===== src/dmc_pkg.sv =====
// shared constants and types for the mode-control front end
package dmc_pkg;

  // interface mode strap encoding (four strap levels, decoded off chip)
  typedef enum logic [1:0] {
    DMC_MODE_TWI = 2'b00,
    DMC_MODE_PAR = 2'b01,
    DMC_MODE_SPI0 = 2'b10,
    DMC_MODE_SPI1 = 2'b11
  } dmc_mode_t;

  // two-wire slave state machine
  typedef enum logic [3:0] {
    DMC_T_IDLE = 4'b0000,
    DMC_T_ADDR = 4'b0001,
    DMC_T_AACK = 4'b0010,
    DMC_T_REG = 4'b0011,
    DMC_T_RACK = 4'b0100,
    DMC_T_DATA = 4'b0101,
    DMC_T_DACK = 4'b0110,
    DMC_T_TX = 4'b0111,
    DMC_T_MACK = 4'b1000,
    DMC_T_IGN = 4'b1001
  } dmc_twi_st_t;

  // one register write towards the register file
  typedef struct packed {
    logic valid;
    logic [7:0] addr;
    logic [7:0] data;
  } dmc_wr_t;

  // two-wire addressing and index walk
  localparam logic [4:0] DMC_SLV_FIXED = 5'h13;
  localparam logic [7:0] DMC_IDX_TOP = 8'h4F;
  localparam logic [7:0] DMC_IDX_WRAP = 8'h40;
  localparam logic [7:0] DMC_REG_FIRST = 8'h40;
  localparam logic [7:0] DMC_REG_LAST = 8'h4F;
  localparam logic [3:0] DMC_BYTE_BITS = 4'h8;

  // three-wire framing
  localparam logic [4:0] DMC_WORD_BITS = 5'h10;
  localparam logic [4:0] DMC_XBYTE_BITS = 5'h08;
  localparam logic [3:0] DMC_MAX_XBYTES = 4'h9;
  localparam int DMC_OFS_SHIFT = 5;

  // strap capture after reset release (two sync stages plus one)
  localparam logic [1:0] DMC_STRAP_WAIT = 2'h2;

  // strap levels of the hardware mode pins
  localparam logic DMC_FMT_I2S = 1'b0;
  localparam logic DMC_FMT_LJ = 1'b1;

endpackage : dmc_pkg


===== src/dmc_sync.sv =====
// two-stage synchroniser for asynchronous pin inputs
`timescale 1ns/1ps
`default_nettype none
module dmc_sync #(
  parameter int W = 1
) (
  // clock and reset
  input wire logic core_clk_i,
  input wire logic rst_n_i,
  // pins in, synchronised out
  input wire logic [W-1:0] d_i,
  output logic [W-1:0] q_o
);

  logic [W-1:0] meta_q;
  logic [W-1:0] sync_q;

  // first stage feeds only the second
  always_ff @(posedge core_clk_i or negedge rst_n_i) begin
    if (!rst_n_i) begin
      meta_q <= '0;
      sync_q <= '0;
    end else begin
      meta_q <= d_i;
      sync_q <= meta_q;
    end
  end

  assign q_o = sync_q;

endmodule : dmc_sync
`default_nettype wire


===== src/dmc_top.sv =====
// mode-control front end: straps, three-wire write port, two-wire slave
// How it works
// - hardware mode, de-emphasis strap high enables 44.1 kHz de-emphasis, low disables.
// - hardware mode, format strap low selects I2S, high left-justified.
// - three-wire port timed by its own shift clock, not the audio clocks.
// - three-wire word is 16 bits: write bit 0, 7-bit address, 8 data, MSB first.
// - address bits 6 and 5 must equal the straps, else the word is ignored.
// - select low starts a write; data latched when select rises after clock 16.
// - up to 9 further data bytes while select stays low; select high ends.
// - two-wire side is a slave only, receiving and transmitting.
// - slave address 10011 plus two strap bits; other addresses ignored.
// - direction bit one means read, zero means write.
// - acknowledge slot low means accepted, high means not accepted.
// - write: address+W, register byte, data bytes, each acknowledged.
// - index advances by one after each valid data byte.
// - index past 4F wraps to 40.
// - undefined register addressed gets no acknowledge.
// - read: set index, repeated start, address+R, device sends byte, master NACKs.
// - interface strap taken only after reset release, then held.
// - strapped address bits 01/10/11 shift register addresses by 32/64/96.
`timescale 1ns/1ps
`default_nettype none
module dmc_top
  import dmc_pkg::*;
#(
  parameter logic [7:0] REG_FIRST = dmc_pkg::DMC_REG_FIRST,
  parameter logic [7:0] REG_LAST = dmc_pkg::DMC_REG_LAST
) (
  // clock and reset
  input wire logic core_clk_i,
  input wire logic rst_n_i,
  // straps and shared control pins
  input wire logic [1:0] mode_strap_i,
  input wire logic ctl_serial_in_i,
  input wire logic ctl_shift_clock_i,
  input wire logic ctl_port_select_i,
  input wire logic addr_bit_fifth_i,
  // two-wire data pin driver (open drain)
  output logic sda_o,
  output logic sda_oe_o,
  // register file access
  output dmc_pkg::dmc_wr_t reg_wr_o,
  output logic [7:0] rd_index_o,
  input wire logic [7:0] rd_data_i,
  // resolved mode and hardware-mode controls
  output dmc_pkg::dmc_mode_t mode_o,
  output logic mode_valid_o,
  output logic deemph_en_o,
  output logic format_lj_o
);

  ////////////////////////////////////////////////////////////////////////////
  // helpers

  // index walk with wrap
  function automatic logic [7:0] next_idx(input logic [7:0] idx);
    next_idx = (idx == DMC_IDX_TOP) ? DMC_IDX_WRAP : 8'(idx + 8'h01);
  endfunction : next_idx

  // defined register window
  function automatic logic reg_defined(input logic [7:0] idx);
    reg_defined = (idx >= REG_FIRST) && (idx <= REG_LAST);
  endfunction : reg_defined

  ////////////////////////////////////////////////////////////////////////////
  // pin synchronisation and strap capture

  logic [5:0] pins_s;
  logic md_s, mc_s, ms_s, a5_s;
  logic [1:0] strap_s;

  dmc_sync #(.W(6)) u_sync (
    .core_clk_i(core_clk_i),
    .rst_n_i(rst_n_i),
    .d_i({mode_strap_i, addr_bit_fifth_i, ctl_port_select_i, ctl_shift_clock_i, ctl_serial_in_i}),
    .q_o(pins_s)
  );

  assign md_s = pins_s[0];
  assign mc_s = pins_s[1];
  assign ms_s = pins_s[2];
  assign a5_s = pins_s[3];
  assign strap_s = pins_s[5:4];

  logic [1:0] wait_q;
  logic taken_q;
  dmc_mode_t mode_q;

  // take the mode strap once, a few cycles after reset release
  always_ff @(posedge core_clk_i or negedge rst_n_i) begin
    if (!rst_n_i) begin
      wait_q <= '0;
      taken_q <= 1'b0;
      mode_q <= DMC_MODE_TWI;
    end else if (!taken_q) begin
      if (wait_q == DMC_STRAP_WAIT) begin
        taken_q <= 1'b1;
        mode_q <= dmc_mode_t'(strap_s);
      end else begin
        wait_q <= 2'(wait_q + 2'h1);
      end
    end
  end

  wire is_par = taken_q && (mode_q == DMC_MODE_PAR);
  wire is_twi = taken_q && (mode_q == DMC_MODE_TWI);
  wire is_spi = taken_q && mode_q[1];

  assign mode_o = mode_q;
  assign mode_valid_o = taken_q;

  ////////////////////////////////////////////////////////////////////////////
  // hardware mode straps

  logic deemph_q, fmt_q;

  // pins follow straps directly, off in other modes
  always_ff @(posedge core_clk_i or negedge rst_n_i) begin
    if (!rst_n_i) begin
      deemph_q <= 1'b0;
      fmt_q <= DMC_FMT_I2S;
    end else begin
      deemph_q <= is_par & md_s;
      fmt_q <= is_par ? (mc_s ? DMC_FMT_LJ : DMC_FMT_I2S) : DMC_FMT_I2S;
    end
  end

  assign deemph_en_o = deemph_q;
  assign format_lj_o = fmt_q;

  ////////////////////////////////////////////////////////////////////////////
  // shared edge detection on synchronised lines

  logic mc_prev_q, ms_prev_q, md_prev_q;

  always_ff @(posedge core_clk_i or negedge rst_n_i) begin
    if (!rst_n_i) begin
      mc_prev_q <= 1'b0;
      ms_prev_q <= 1'b1;
      md_prev_q <= 1'b1;
    end else begin
      mc_prev_q <= mc_s;
      ms_prev_q <= ms_s;
      md_prev_q <= md_s;
    end
  end

  // shift clock found by sampling, never used as a clock
  wire mc_rise = mc_s & ~mc_prev_q;
  wire mc_fall = ~mc_s & mc_prev_q;
  wire ms_fall = ~ms_s & ms_prev_q;
  wire ms_rise = ms_s & ~ms_prev_q;

  ////////////////////////////////////////////////////////////////////////////
  // three-wire write port

  logic [15:0] s_sh_q;
  logic [4:0] s_bits_q;
  logic s_first_q, s_pend_q;
  logic [6:0] s_addr_q;
  logic [7:0] s_data_q;
  logic [3:0] s_xb_q;
  logic s_wr_q;
  logic [6:0] s_wr_addr_q;
  logic [7:0] s_wr_data_q;

  // word as it stands after the bit now arriving
  wire [15:0] s_word = {s_sh_q[14:0], md_s};
  wire [1:0] own_hi = {mode_q == DMC_MODE_SPI1, a5_s};
  wire [6:0] own_ofs = 7'({5'h00, own_hi} << DMC_OFS_SHIFT);
  wire s_match = (s_word[14:8] >= own_ofs) && (s_word[14:13] == own_hi);
  wire s_word_ok = !s_word[15] && s_match;
  wire s_word_end = !s_first_q && (5'(s_bits_q + 5'h01) == DMC_WORD_BITS);
  wire s_byte_end = s_first_q && (5'(s_bits_q + 5'h01) == DMC_XBYTE_BITS);
  wire s_shift = is_spi && !ms_s && mc_rise;

  // frame, count and latch the three-wire words
  always_ff @(posedge core_clk_i or negedge rst_n_i) begin
    if (!rst_n_i) begin
      s_sh_q <= '0;
      s_bits_q <= '0;
      s_first_q <= 1'b0;
      s_pend_q <= 1'b0;
      s_addr_q <= '0;
      s_data_q <= '0;
      s_xb_q <= '0;
      s_wr_q <= 1'b0;
      s_wr_addr_q <= '0;
      s_wr_data_q <= '0;
    end else begin
      s_wr_q <= 1'b0;
      if (!is_spi || ms_fall) begin
        s_bits_q <= '0;
        s_first_q <= 1'b0;
        s_pend_q <= 1'b0;
        s_xb_q <= '0;
      end else if (ms_rise) begin
        s_wr_q <= s_pend_q;
        s_wr_addr_q <= s_addr_q;
        s_wr_data_q <= s_data_q;
        s_pend_q <= 1'b0;
        s_first_q <= 1'b0;
        s_bits_q <= '0;
      end else if (s_shift) begin
        s_sh_q <= s_word;
        if (s_word_end) begin
          s_first_q <= 1'b1;
          s_bits_q <= '0;
          s_addr_q <= s_word[14:8];
          s_data_q <= s_word[7:0];
          s_pend_q <= s_word_ok;
        end else if (s_byte_end) begin
          s_bits_q <= '0;
          s_wr_q <= s_pend_q;
          s_wr_addr_q <= s_addr_q;
          s_wr_data_q <= s_data_q;
          s_addr_q <= 7'(s_addr_q + 7'h01);
          s_data_q <= s_word[7:0];
          s_pend_q <= s_pend_q && (s_xb_q < DMC_MAX_XBYTES);
          if (s_xb_q < DMC_MAX_XBYTES) begin
            s_xb_q <= 4'(s_xb_q + 4'h1);
          end
        end else begin
          s_bits_q <= 5'(s_bits_q + 5'h01);
        end
      end
    end
  end

  ////////////////////////////////////////////////////////////////////////////
  // two-wire slave

  dmc_twi_st_t t_st_q;
  logic [7:0] t_sh_q;
  logic [3:0] t_cnt_q;
  logic t_rw_q, t_oe_q;
  logic [7:0] t_idx_q;
  logic t_wr_q;
  logic [7:0] t_wr_addr_q, t_wr_data_q;

  // scl and sda share the shift clock and serial data pins
  wire t_start = is_twi && mc_s && mc_prev_q && md_prev_q && !md_s;
  wire t_stop = is_twi && mc_s && mc_prev_q && !md_prev_q && md_s;
  wire t_rise = is_twi && mc_rise;
  wire t_fall = is_twi && mc_fall;
  wire t_byte = (t_cnt_q == DMC_BYTE_BITS);
  wire [6:0] t_own = {DMC_SLV_FIXED, a5_s, ms_s};
  wire t_addr_hit = (t_sh_q[7:1] == t_own);
  wire t_rx = (t_st_q == DMC_T_ADDR) || (t_st_q == DMC_T_REG) || (t_st_q == DMC_T_DATA);

  // bus framing, acknowledge and byte transfer
  always_ff @(posedge core_clk_i or negedge rst_n_i) begin
    if (!rst_n_i) begin
      t_st_q <= DMC_T_IDLE;
      t_sh_q <= '0;
      t_cnt_q <= '0;
      t_rw_q <= 1'b0;
      t_oe_q <= 1'b0;
      t_idx_q <= DMC_IDX_WRAP;
      t_wr_q <= 1'b0;
      t_wr_addr_q <= '0;
      t_wr_data_q <= '0;
    end else begin
      t_wr_q <= 1'b0;
      if (!is_twi || t_stop) begin
        t_st_q <= DMC_T_IDLE;
        t_oe_q <= 1'b0;
      end else if (t_start) begin
        t_st_q <= DMC_T_ADDR; // repeated start lands here too
        t_cnt_q <= '0;
        t_oe_q <= 1'b0;
      end else if (t_rise) begin
        if (t_rx) begin
          t_sh_q <= {t_sh_q[6:0], md_s};
          t_cnt_q <= 4'(t_cnt_q + 4'h1);
        end else if (t_st_q == DMC_T_TX) begin
          t_cnt_q <= 4'(t_cnt_q + 4'h1);
        end else if (t_st_q == DMC_T_MACK) begin
          if (md_s) begin
            t_st_q <= DMC_T_IGN; // master not-acknowledge ends the read
          end else begin
            t_idx_q <= next_idx(t_idx_q);
            t_st_q <= DMC_T_AACK;
          end
        end
      end else if (t_fall) begin
        case (t_st_q)
          DMC_T_ADDR: begin
            if (t_byte) begin
              t_rw_q <= t_sh_q[0];
              t_oe_q <= t_addr_hit;
              t_st_q <= t_addr_hit ? DMC_T_AACK : DMC_T_IGN;
            end
          end
          DMC_T_REG: begin
            if (t_byte) begin
              t_oe_q <= reg_defined(t_sh_q);
              t_idx_q <= reg_defined(t_sh_q) ? t_sh_q : t_idx_q; // keep index inside window
              t_st_q <= reg_defined(t_sh_q) ? DMC_T_RACK : DMC_T_IGN;
            end
          end
          DMC_T_DATA: begin
            if (t_byte) begin
              t_oe_q <= reg_defined(t_idx_q);
              t_wr_q <= reg_defined(t_idx_q);
              t_wr_addr_q <= t_idx_q;
              t_wr_data_q <= t_sh_q;
              if (reg_defined(t_idx_q)) begin
                t_idx_q <= next_idx(t_idx_q);
              end
              t_st_q <= reg_defined(t_idx_q) ? DMC_T_DACK : DMC_T_IGN;
            end
          end
          DMC_T_AACK: begin
            t_cnt_q <= '0;
            if (t_rw_q) begin
              t_sh_q <= rd_data_i;
              t_oe_q <= !rd_data_i[7];
              t_st_q <= DMC_T_TX;
            end else begin
              t_oe_q <= 1'b0;
              t_st_q <= DMC_T_REG;
            end
          end
          DMC_T_RACK, DMC_T_DACK: begin
            t_oe_q <= 1'b0;
            t_cnt_q <= '0;
            t_st_q <= DMC_T_DATA;
          end
          DMC_T_TX: begin
            if (t_byte) begin
              t_oe_q <= 1'b0;
              t_st_q <= DMC_T_MACK;
            end else begin
              t_sh_q <= {t_sh_q[6:0], 1'b0};
              t_oe_q <= !t_sh_q[6];
            end
          end
          default: begin
            t_oe_q <= 1'b0;
          end
        endcase
      end
    end
  end

  // open drain: only ever pulls low
  assign sda_o = 1'b0;
  assign sda_oe_o = t_oe_q;
  assign rd_index_o = t_idx_q;

  ////////////////////////////////////////////////////////////////////////////
  // write port merge (only one interface is live at a time)

  assign reg_wr_o.valid = s_wr_q | t_wr_q;
  assign reg_wr_o.addr = s_wr_q ? {1'b0, s_wr_addr_q} : t_wr_addr_q;
  assign reg_wr_o.data = s_wr_q ? s_wr_data_q : t_wr_data_q;

endmodule : dmc_top
`default_nettype wire


===== config.mk =====
export PLATFORM = sky130hd
export DESIGN_NAME = dmc_top
export DESIGN_NICKNAME = d
export VERILOG_FILES = /design/src/dmc_pkg.sv /design/src/dmc_sync.sv /design/src/dmc_top.sv
export SDC_FILE = /design/constraint.sdc
export NUM_CORES = 1
export LEC_CHECK = 0
export BUFFER_PORTS_ARGS = -buffer_cell sky130_fd_sc_hd__buf_2
export CAP_MARGIN = 25
export CORE_MARGIN = 2
export CORE_UTILIZATION = 60
export CTS_CLUSTER_DIAMETER = 120
export CTS_CLUSTER_SIZE = 28
export DETAILED_ROUTE_END_ITERATION = 8
export PLACE_DENSITY = 0.8
export RECOVER_POWER = 100
export SYNTH_ARGS = -nofsm -noshare
export SYNTH_HDL_FRONTEND = slang
export SYNTH_SLANG_ARGS = --single-unit

===== constraint.sdc =====
create_clock -name core_clk_i -period 3.2 [get_ports core_clk_i]
set_input_delay 0 -clock core_clk_i [delete_from_list [all_inputs] [get_ports core_clk_i]]
set_output_delay 0 -clock core_clk_i [all_outputs]
set_load 0.005 [all_outputs]

### Word level (Yosys, flattened, before mapping)

Cells that the tools add are included.

| word-level totals | value |
|---|---|
| memories | 0 |
| ROM bits | 0 |
| flip-flop bits (word level) | 122 |
| bits of input ports | 16 |
| RAM bits | 0 |
| logic and storage cells | 269 |
| output and inout port bits | 32 |
| bits in latches | 0 |

| cells by class | value |
|---|---|
| multipliers | 0 |
| equality and inequality tests | 43 |
| bitwise logic cells | 17 |
| shifts and indexed selects | 0 |
| muxes and demuxes | 100 |
| divide/modulo/power cells | 0 |
| order comparisons | 6 |
| reduce and logical (&&, ||, !) cells | 68 |
| add/sub/neg operators | 6 |

Operators by type and width:

| cell | count |
|---|---|
| 8-bit 2-to-1 mux | 24 |
| 4-bit 2-to-1 mux | 27 |
| 7-bit 2-to-1 mux | 6 |
| 1-bit 2-to-1 mux | 33 |
| 8-bit one-hot mux with 2 select lines | 2 |
| 5-bit 2-to-1 mux | 5 |
| 4-bit one-hot mux with 6 select lines | 1 |
| 3-bit nonzero test | 7 |
| 1-bit logical AND | 20 |
| 4-bit by 3-bit equality test with 1-bit output, second input constant | 4 |
| 8-bit by 7-bit >= comparator with 1-bit output, second input constant | 2 |
| 8-bit by 7-bit less-or-equal comparator with 1-bit output, second input constant | 2 |
| 4-bit by 3-bit != test with 1-bit output, second input constant | 4 |
| 5-bit by 4-bit != test with 1-bit output, second input constant | 3 |
| 2-bit nonzero test | 7 |
| 3-bit != test, second input constant | 4 |
| 12-bit AND reduction | 1 |
| 4-bit AND reduction | 3 |
| 6-bit AND reduction | 2 |
| 1-bit NOT | 11 |
| 5-bit AND reduction | 2 |
| 1-bit logical NOT | 9 |
| 3-bit by 2-bit != test with 1-bit output, second input constant | 3 |
| 9-bit AND reduction | 1 |
| 34 further kinds | 57 |

### Logic depth before layout (Yosys ltp)

Gate-level depths: netlist of run 1.

| logic depth | value |
|---|---|
| word-level depth | 9 |
| mapped depth | 9 |
| gate-level depth less buffers | 8 |

### By module

From an unflattened synthesis of run 1, not the netlist that was laid out.

| unflattened totals | value |
|---|---|
| cells, all modules | 582 |
| area total of the unflattened synthesis | 6175.9 µm² |

By module, submodules not included:

| module | area each (µm²) | seq. area each (µm²) | cells each | times used |
|---|---|---|---|---|
| dmc_top | 5875.6 | 2756.4 | 570 | 1 |
| dmc_sync | 300.3 | 300.3 | 12 | 1 |

### Worst setup path before layout of run 1

Ideal clock, no wire load.

| timing | value |
|---|---|
| kind | register to register |
| start | reg s_bits_q[0] |
| end | reg s_wr_addr_q[0] |
| data required time | 3075 ps |
| library setup time | 125 ps |
| stages on the path, launching flop included | 8 |
| path slack | 905 ps |
| path buffers | 1 |
| arrival time | 2170 ps |
| clock period less this slack | 2295 ps |
| cell sequence | dfrtp_1 > ha_1 > xnor2_1 > nand3_1 > or4b_4 > a21oi_4 > buf_12 > mux2_4 |

| on the way | value |
|---|---|
| longest elaborated chain between the ends | 5 |
| elaborated cells on any way between the ends | 8 |
| those cells by class | add/sub (1); eq/ne (3); reduce/logical (4) |

RTL lines:

| element | RTL line | text |
|---|---|---|
| start, declared | dmc_top.sv:158 | `logic [4:0] s_bits_q;` |
| start signal, assigned | dmc_top.sv:224 | `s_bits_q <= 5'(s_bits_q + 5'h01);` |
| 5-bit by 1-bit adder with 5-bit output (*) | dmc_top.sv:173, dmc_top.sv:174 |  |
| 5-bit equality test / 5-bit by 4-bit equality test with 1-bit output (equally long branches) | dmc_top.sv:173, dmc_top.sv:174 |  |
| 1-bit logical AND (on tied branches) | dmc_top.sv:173, dmc_top.sv:174 |  |
| 2-bit != test (no line) / 2-bit nonzero test (equally long branches) | -- |  |
| 4-bit AND reduction (no line) (*) | -- |  |
| end signal, assigned | dmc_top.sv:199 | `s_wr_addr_q <= s_addr_q;` |
| end signal, assigned | dmc_top.sv:215 | `s_wr_addr_q <= s_addr_q;` |
| end, declared | dmc_top.sv:164 | `logic [6:0] s_wr_addr_q;` |

Mark *: on every way between the ends. The rest lies on a longest branch, timed or not.
A chain may end at the register's enable or synchronous reset.

### Final worst setup path of run 1

| timing | value |
|---|---|
| start | reg t_cnt_q[0] |
| end | reg t_sh_q[2] |

| on the way | value |
|---|---|
| longest elaborated chain between the ends | 3 |

RTL lines:

| element | RTL line | text |
|---|---|---|
| start, declared | dmc_top.sv:235 | `logic [3:0] t_cnt_q;` |
| start signal, assigned | dmc_top.sv:275 | `t_cnt_q <= 4'(t_cnt_q + 4'h1);` |
| start signal, assigned | dmc_top.sv:277 | `t_cnt_q <= 4'(t_cnt_q + 4'h1);` |
| 4-bit equality test | dmc_top.sv:246 | `wire t_byte = (t_cnt_q == DMC_BYTE_BITS);` |
| 3-bit != test (no line) | -- |  |
| 7-bit AND reduction (no line) | -- |  |
| end signal, assigned | dmc_top.sv:274 | `t_sh_q <= {t_sh_q[6:0], md_s};` |
| end signal, assigned | dmc_top.sv:317 | `t_sh_q <= rd_data_i;` |
| end signal, assigned | dmc_top.sv:335 | `t_sh_q <= {t_sh_q[6:0], 1'b0};` |
| end, declared | dmc_top.sv:234 | `logic [7:0] t_sh_q;` |

Every way passes these cells.

==> results of run 1 <==
## state kept, by name, indices dropped and copies added, names as in the netlist, 2 cells and up
register / cells
s_sh_q: 15
t_wr_data_q: 8
t_cnt_q: 4
t_wr_addr_q: 8
u_sync.q_o: 6
t_sh_q: 8
s_wr_data_q: 8
u_sync.meta_q: 6
s_wr_addr_q: 7
s_data_q: 8
wait_q: 2
s_bits_q: 5
s_xb_q: 4
rd_index_o: 8
s_addr_q: 7
t_st_q: 4
mode_o: 2
## per-layer routing
layer | share of wire (%) | vias up | track usage [%] | wire length (um)
li1 | - | 2020 | - | -
met1 | 45 | 2159 | 33.23 | 5794
met2 | 50 | 99 | 42.67 | 6537
met3 | 3.5 | 15 | 6.356 | 458
met4 | 1.3 | 0 | 9.363 | 174
met5 | 0 | - | 0 | 0
## per-stage QoR
stage	hold slack [ns]	worst slack [ns]
after floorplan	-0.2956	0.9049
after global placement	0.07835	0.6535
after CTS	0.09364	0.4965
after detailed placement	0.08818	0.5350
after global routing	0.1060	0.2222
final	0.1174	0.5082
## cell type report
class                           instances  area [um^2]
Timing Repair Buffer                   67        394.1
Sequential cell                       122         3057
Inverter                               17        63.81
Clock buffer                           23        456.7
Fill cell                             739         2844
Clock inverter                          9        120.1
Tap cell                              133        166.4
Multi-Input combinational cell        365         2628
## placed cells by master, fill, tap and decap left out, drive strengths merged, types with 7 or more instances in the layout
| master | count |
|---|---|
| nor2 | 21 |
| mux2 | 73 |
| nor2b | 9 |
| buf | 34 |
| a21oi | 23 |
| and3 | 7 |
| clkbuf | 41 |
| xnor2 | 7 |
| inv | 17 |
| nand3 | 21 |
| o21ai | 46 |
| nand2 | 49 |
| nor3 | 7 |
| dfrtp | 119 |
| dlygate4sd3 | 15 |
| mux2i | 9 |
| nand2b | 7 |
| ha | 11 |
## kinds of logic after synthesis
logic type	after synthesis	share of synthesized area [%]
AND/OR/NAND/NOR	155	14.39
flip-flops	122	51.25
AO/OA/AOI/OAI	106	10.99
multiplexers	82	16.30
buffers and inverters	39	3.230
adder cells (fa/ha/maj)	11	2.307
XOR/XNOR	10	1.469
other	1	0.06287
## report_power, final
part           switching (mW)  internal, mW
sequential              0.132          1.63
combinational           0.155         0.127
clock                   0.654          1.22
total                   0.941          2.97
## critical path, stage by stage, from the launching register on
cell	delay [ns]
dfrtp_1	0.42
inv_1	0.08
ha_1	0.16
nand3b_1	0.21
nand2b_1	0.23
a21oi_1	0.09
o21ai_0	1.05
o21ai_0	0.27
## worst max path at each step
stage / from / end / slack (ns) / cells past startpoint
finish: t_cnt_q[0]$_DFFE_PN0P_ / t_sh_q[2]$_DFFE_PN0P_ / 0.51 / 7
global route: t_cnt_q[0]$_DFFE_PN0P_ / t_sh_q[1]$_DFFE_PN0P_ / 0.22 / 7
CTS: s_bits_q[0]$_DFFE_PN0P_ / s_wr_data_q[3]$_DFFE_PN0P_ / 0.50 / 6
detailed placement: s_bits_q[0]$_DFFE_PN0P_ / s_wr_data_q[5]$_DFFE_PN0P_ / 0.54 / 6
global placement: s_bits_q[0]$_DFFE_PN0P_ / s_wr_data_q[5]$_DFFE_PN0P_ / 0.65 / 6
floorplan: s_bits_q[0]$_DFFE_PN0P_ / s_wr_addr_q[0]$_DFFE_PN0P_ / 0.90 / 7
==> out/metrics.yaml, run 1 <==
placed_area_um2: 6286
p_total_mw: 3.914
portBuffers: 46
finalCriticalPeriod_ns: 2.692
path_clk_slew_ns: 0.06
firstDrtPassIters: 4
period_share_pct: 84.12
synth_edf_count: 0
final-max-slew-violation-count: 0
die_y_um: 103.7
rows: 36
grt_max_degree: 56
grt_pass1_wl_um: 21960
core-area_um2: 9729
numCtsBuffers: 17
ys_ff_latch: 122
drc: 0
critPathKind: "register to register"
grt_pass1_vias: 4450
num_vias: 4293
rsz0062_at_grt: "false"
cts_tree: "yes"
hpwl_um: 8589
drive_gt1_share_pct: 22.06
htree_levels: 4
hold_path_depth: 2
skew_ns: 0.006942
dr.first_iter.drc_count: 227
synth.net_count: 553
yosysSeqAreaShare_pct: 51.25
grt_use_total_pct: 25.77
io_pins: 48
area_growth_syn_to_layout_pct: 15.44
slew_headroom_pct: 7.379
cts_sinks: 122
synth_common_cells: "dfrtp_1, mux2_2, nand2_1"
layoutNonFillerInstCount: 736
synthCells: 526
syn_avg_cell_area_um2: 11.34
gr-total-overflow: 0
maxCapViolCount: 0
yosys_warnings: 0
worst_skew_pair.late_latency_ns: 0.52
post-cts-setup-buffers: 0
drt-total-wl_um: 12970
status: "finished, final reports clean"
reg2reg_to: "t_sh_q[2]$_DFFE_PN0P_"
synth_area_leader_cell: "dfrtp_1"
cts_hold_buf: 15
ys.flop_type: "dfrtp_1"
synthTopCellsByArea: "dfrtp_1, mux2_2, mux2_4"
critical_path_peak_fanout: 16
max_freq_mhz: 371.5
critPathRequiredTime_ns: 3.53
finalSetupViolations: 0
start_util_pct: 61.30
worstPathArrival_ns: 3.02
worst_pin_slew_ns: 1.375
place.gp.congestion: 0.8914
irDropWorstVdd_mv: 0.4339
hold_viol: 0
netlist_area_um2: 5964
post-route-util_pct: 70.77
clockBufferDepth: 2
synth_top_area_share_pct: 49.93
clock-root-buffer: "clkbuf_8"
rrSetupSlack_ns: 0.51
dieArea_um2: 10750
finalInstanceArea_um2: 6885
cp-end-kind: "register"
final_nets: 617
ctsResizeCount: 0
leakagePower_nw: 3.276
r2r-start: "t_cnt_q[0]$_DFFE_PN0P_"
hold_class: "input port to register"
ant_nets: 0
worstHoldEndpoint: "u_sync.meta_q[5]$_DFF_PN0_"
synthDistinctLibCells: 70
power_density_nw_per_um2: 568.5
synth_most_common_cell: "dfrtp_1"
num_antenna_cells: 0
tns_ns: 0
viasPerCell: 5.833
antenna_found_initial: 0
crit_path_start_kind: "register"
r2r_cells: 7
post_drt_wl_per_cell_um: 17.62
placed_cells: 689
dieWidth_um: 103.7
synthArstFlopShare_pct: 100.0
hp-start: "mode_strap_i[1]"
Note: power is estimated with default switching activity, not from simulation.
==> inputs of run 2 (changes only) <==
clock period = 2.7 ns   (was 3.2 ns; I/O delays follow)
==> out/metrics.yaml, run 2 (synthesized netlist as in run 1, its figures left out) <==
placed_cells: 693
io_pins: 48
rows: 36
slew_headroom_pct: -37.56
max_flop_register: "s_sh_q"
reg2reg_to: "s_addr_q[2]$_DFFE_PN0P_"
critical_path.top_delay_family: "compound AO/OA/AOI/OAI gates"
dp_slack_ns: 0.2284
critPathRequiredTime_ns: 3.14
clockBufferDepth: 2
hold_viol: 0
worst_skew_pair.late_latency_ns: 0.53
timing.final.ws_setup_ns: 0.1964
grt_pass1_vias: 4394
core-area_um2: 9729
layout_commonest_cell: "dfrtp_1"
maxCapViolCount: 1
post_drt_wl_per_cell_um: 17.41
place.gp.congestion: 0.8735
area_growth_syn_to_layout_pct: 16.57
largest_reg_flops: 15
status: "complete, but fails checks"
crit_path_cell_trace: "ha_1 > nand3_1 > xnor2_1 > and3_1 > o211a_1 > buf_4 > o21ai_0 > a22oi_1"
drive_gt1_share_pct: 22.73
dr.first_iter.drc_count: 249
critical_path_peak_fanout: 15
worstPathArrival_ns: 2.94
layoutNonFillerInstCount: 740
startpoint: "s_bits_q[0]$_DFFE_PN0P_"
antenna_found_initial: 0
dieArea_um2: 10750
grt_max_degree: 66
dieWidth_um: 103.7
p_int_mw: 3.581
num_antenna_cells: 0
rsz0062_at_grt: "false"
path_clk_slew_ns: 0.05
finalSetupViolations: 0
skew_ns: 0.008118
tns_ns: 0
cp.depth: 8
p_total_mw: 4.687
drt-total-wl_um: 12880
r2r-start: "s_bits_q[0]$_DFFE_PN0P_"
post-cts-setup-buffers: 0
start_util_pct: 61.30
htree_levels: 4
hpwl_um: 8666
die_y_um: 103.7
rrSetupSlack_ns: 0.20
path_buf_inv: 1
grt_use_total_pct: 25.37
cp-end-kind: "register"
worst_pin_slew_ns: 2.063
irDropWorstVdd_mv: 0.7910
cts_sinks: 122
clock-root-buffer: "clkbuf_8"
netSwitchingFraction_pct: 23.59
p_seq_share_pct: 44.6
p_comb_share_pct: 7.2
endpoint: "s_addr_q[2]$_DFFE_PN0P_"
hold_class: "input port to register"
final_cell_mix: "dfrtp_1, mux2_2, nand2_1"
grt_pass1_wl_um: 21650
placed_area_um2: 6329
viasPerCell: 5.930
critPathMaxStageDelay_ns: 0.51
finalCriticalPeriod_ns: 2.504
critPathKind: "register to register"
netSwitchingPower_mw: 1.106
leakagePower_nw: 3.326
cts_tree: "yes"
drc: 0
num_vias: 4388
gr-total-overflow: 0
clkPwrFrac_pct: 48.2
period_share_pct: 92.72
power_density_nw_per_um2: 674.0
portBuffers: 46
firstDrtPassIters: 5
r2r_cells: 8
max_freq_mhz: 399.4
final-max-slew-violation-count: 41
finalInstanceArea_um2: 6953
numCtsBuffers: 17
ant_nets: 0
crit_path_start_kind: "register"
final_nets: 621
violations: "capacitance limit, slew limit"
crit_slowest_cell: "o211a_1"
-- run 2: worst register-to-register path: stages (launching register included) --
cell	delay (ns)
dfrtp_1	0.40
ha_1	0.24
nand3_1	0.11
xnor2_1	0.44
and3_1	0.26
o211a_1	0.51
buf_4	0.24
o21ai_0	0.08
a22oi_1	0.14
-- run 2: power groups by stage --
stage,combinational (mW),sequential (mW),clock [mW]
global placement,0.319,2.11,0
floorplan,0.217,2.05,0
global route,0.386,2.11,2.37
finish,0.336,2.09,2.26
CTS,0.353,2.09,2.29
detailed placement,0.330,2.12,0
-- run 2: through the flow --
| step | utilization (%) | hold slack, ns |
|---|---|---|
| finish | 71.46 | 0.1163 |
| floorplan | - | -0.2956 |
| global placement | 65.05 | 0.0001602 |
| CTS | 72.71 | 0.005938 |
| detailed placement | 65.05 | 0.004530 |
| global route | 71.46 | 0.1197 |
-- run 2: what timing repair did --
item,CTS,global route
resized for setup,0,0
hold buffers,15,0
setup endpoints to repair,0,0
hold endpoints to repair,134,0
-- run 2: cell type report --
cell class / count / area (um^2)
Clock buffer: 24 / 480.5
Clock inverter: 8 / 115.1
Fill cell: 698 / 2776
Inverter: 17 / 63.81
Multi-Input combinational cell: 365 / 2643
Sequential cell: 122 / 3057
Tap cell: 133 / 166.4
Timing Repair Buffer: 71 / 427.9
-- run 2: metal layers --
| layer | routed length [um] | vias up | GRT usage, % |
|---|---|---|---|
| li1 | - | 2041 | - |
| met2 | 6324 | 162 | 41.77 |
| met4 | 224 | 0 | 9.170 |
| met1 | 5609 | 2152 | 33.22 |
| met3 | 725 | 33 | 5.790 |
| met5 | 0 | - | 0 |
-- run 2: how the worst min path moves through the flow --
| stage | startpoint | to | slack [ns] | depth (start not counted) |
|---|---|---|---|---|
| after floorplan | rst_n_i | deemph_en_o$_DFF_PN0_ | -0.30 | 0 |
| after global placement | rst_n_i | s_addr_q[2]$_DFFE_PN0P_ | 0.0002 | 1 |
| after detailed placement | rst_n_i | s_addr_q[3]$_DFFE_PN0P_ | 0.005 | 1 |
| after CTS | rst_n_i | s_sh_q[10]$_DFFE_PN0P_ | 0.006 | 2 |
| after global routing | mode_strap_i[0] | u_sync.meta_q[4]$_DFF_PN0_ | 0.12 | 2 |
| final | mode_strap_i[0] | u_sync.meta_q[4]$_DFF_PN0_ | 0.12 | 2 |
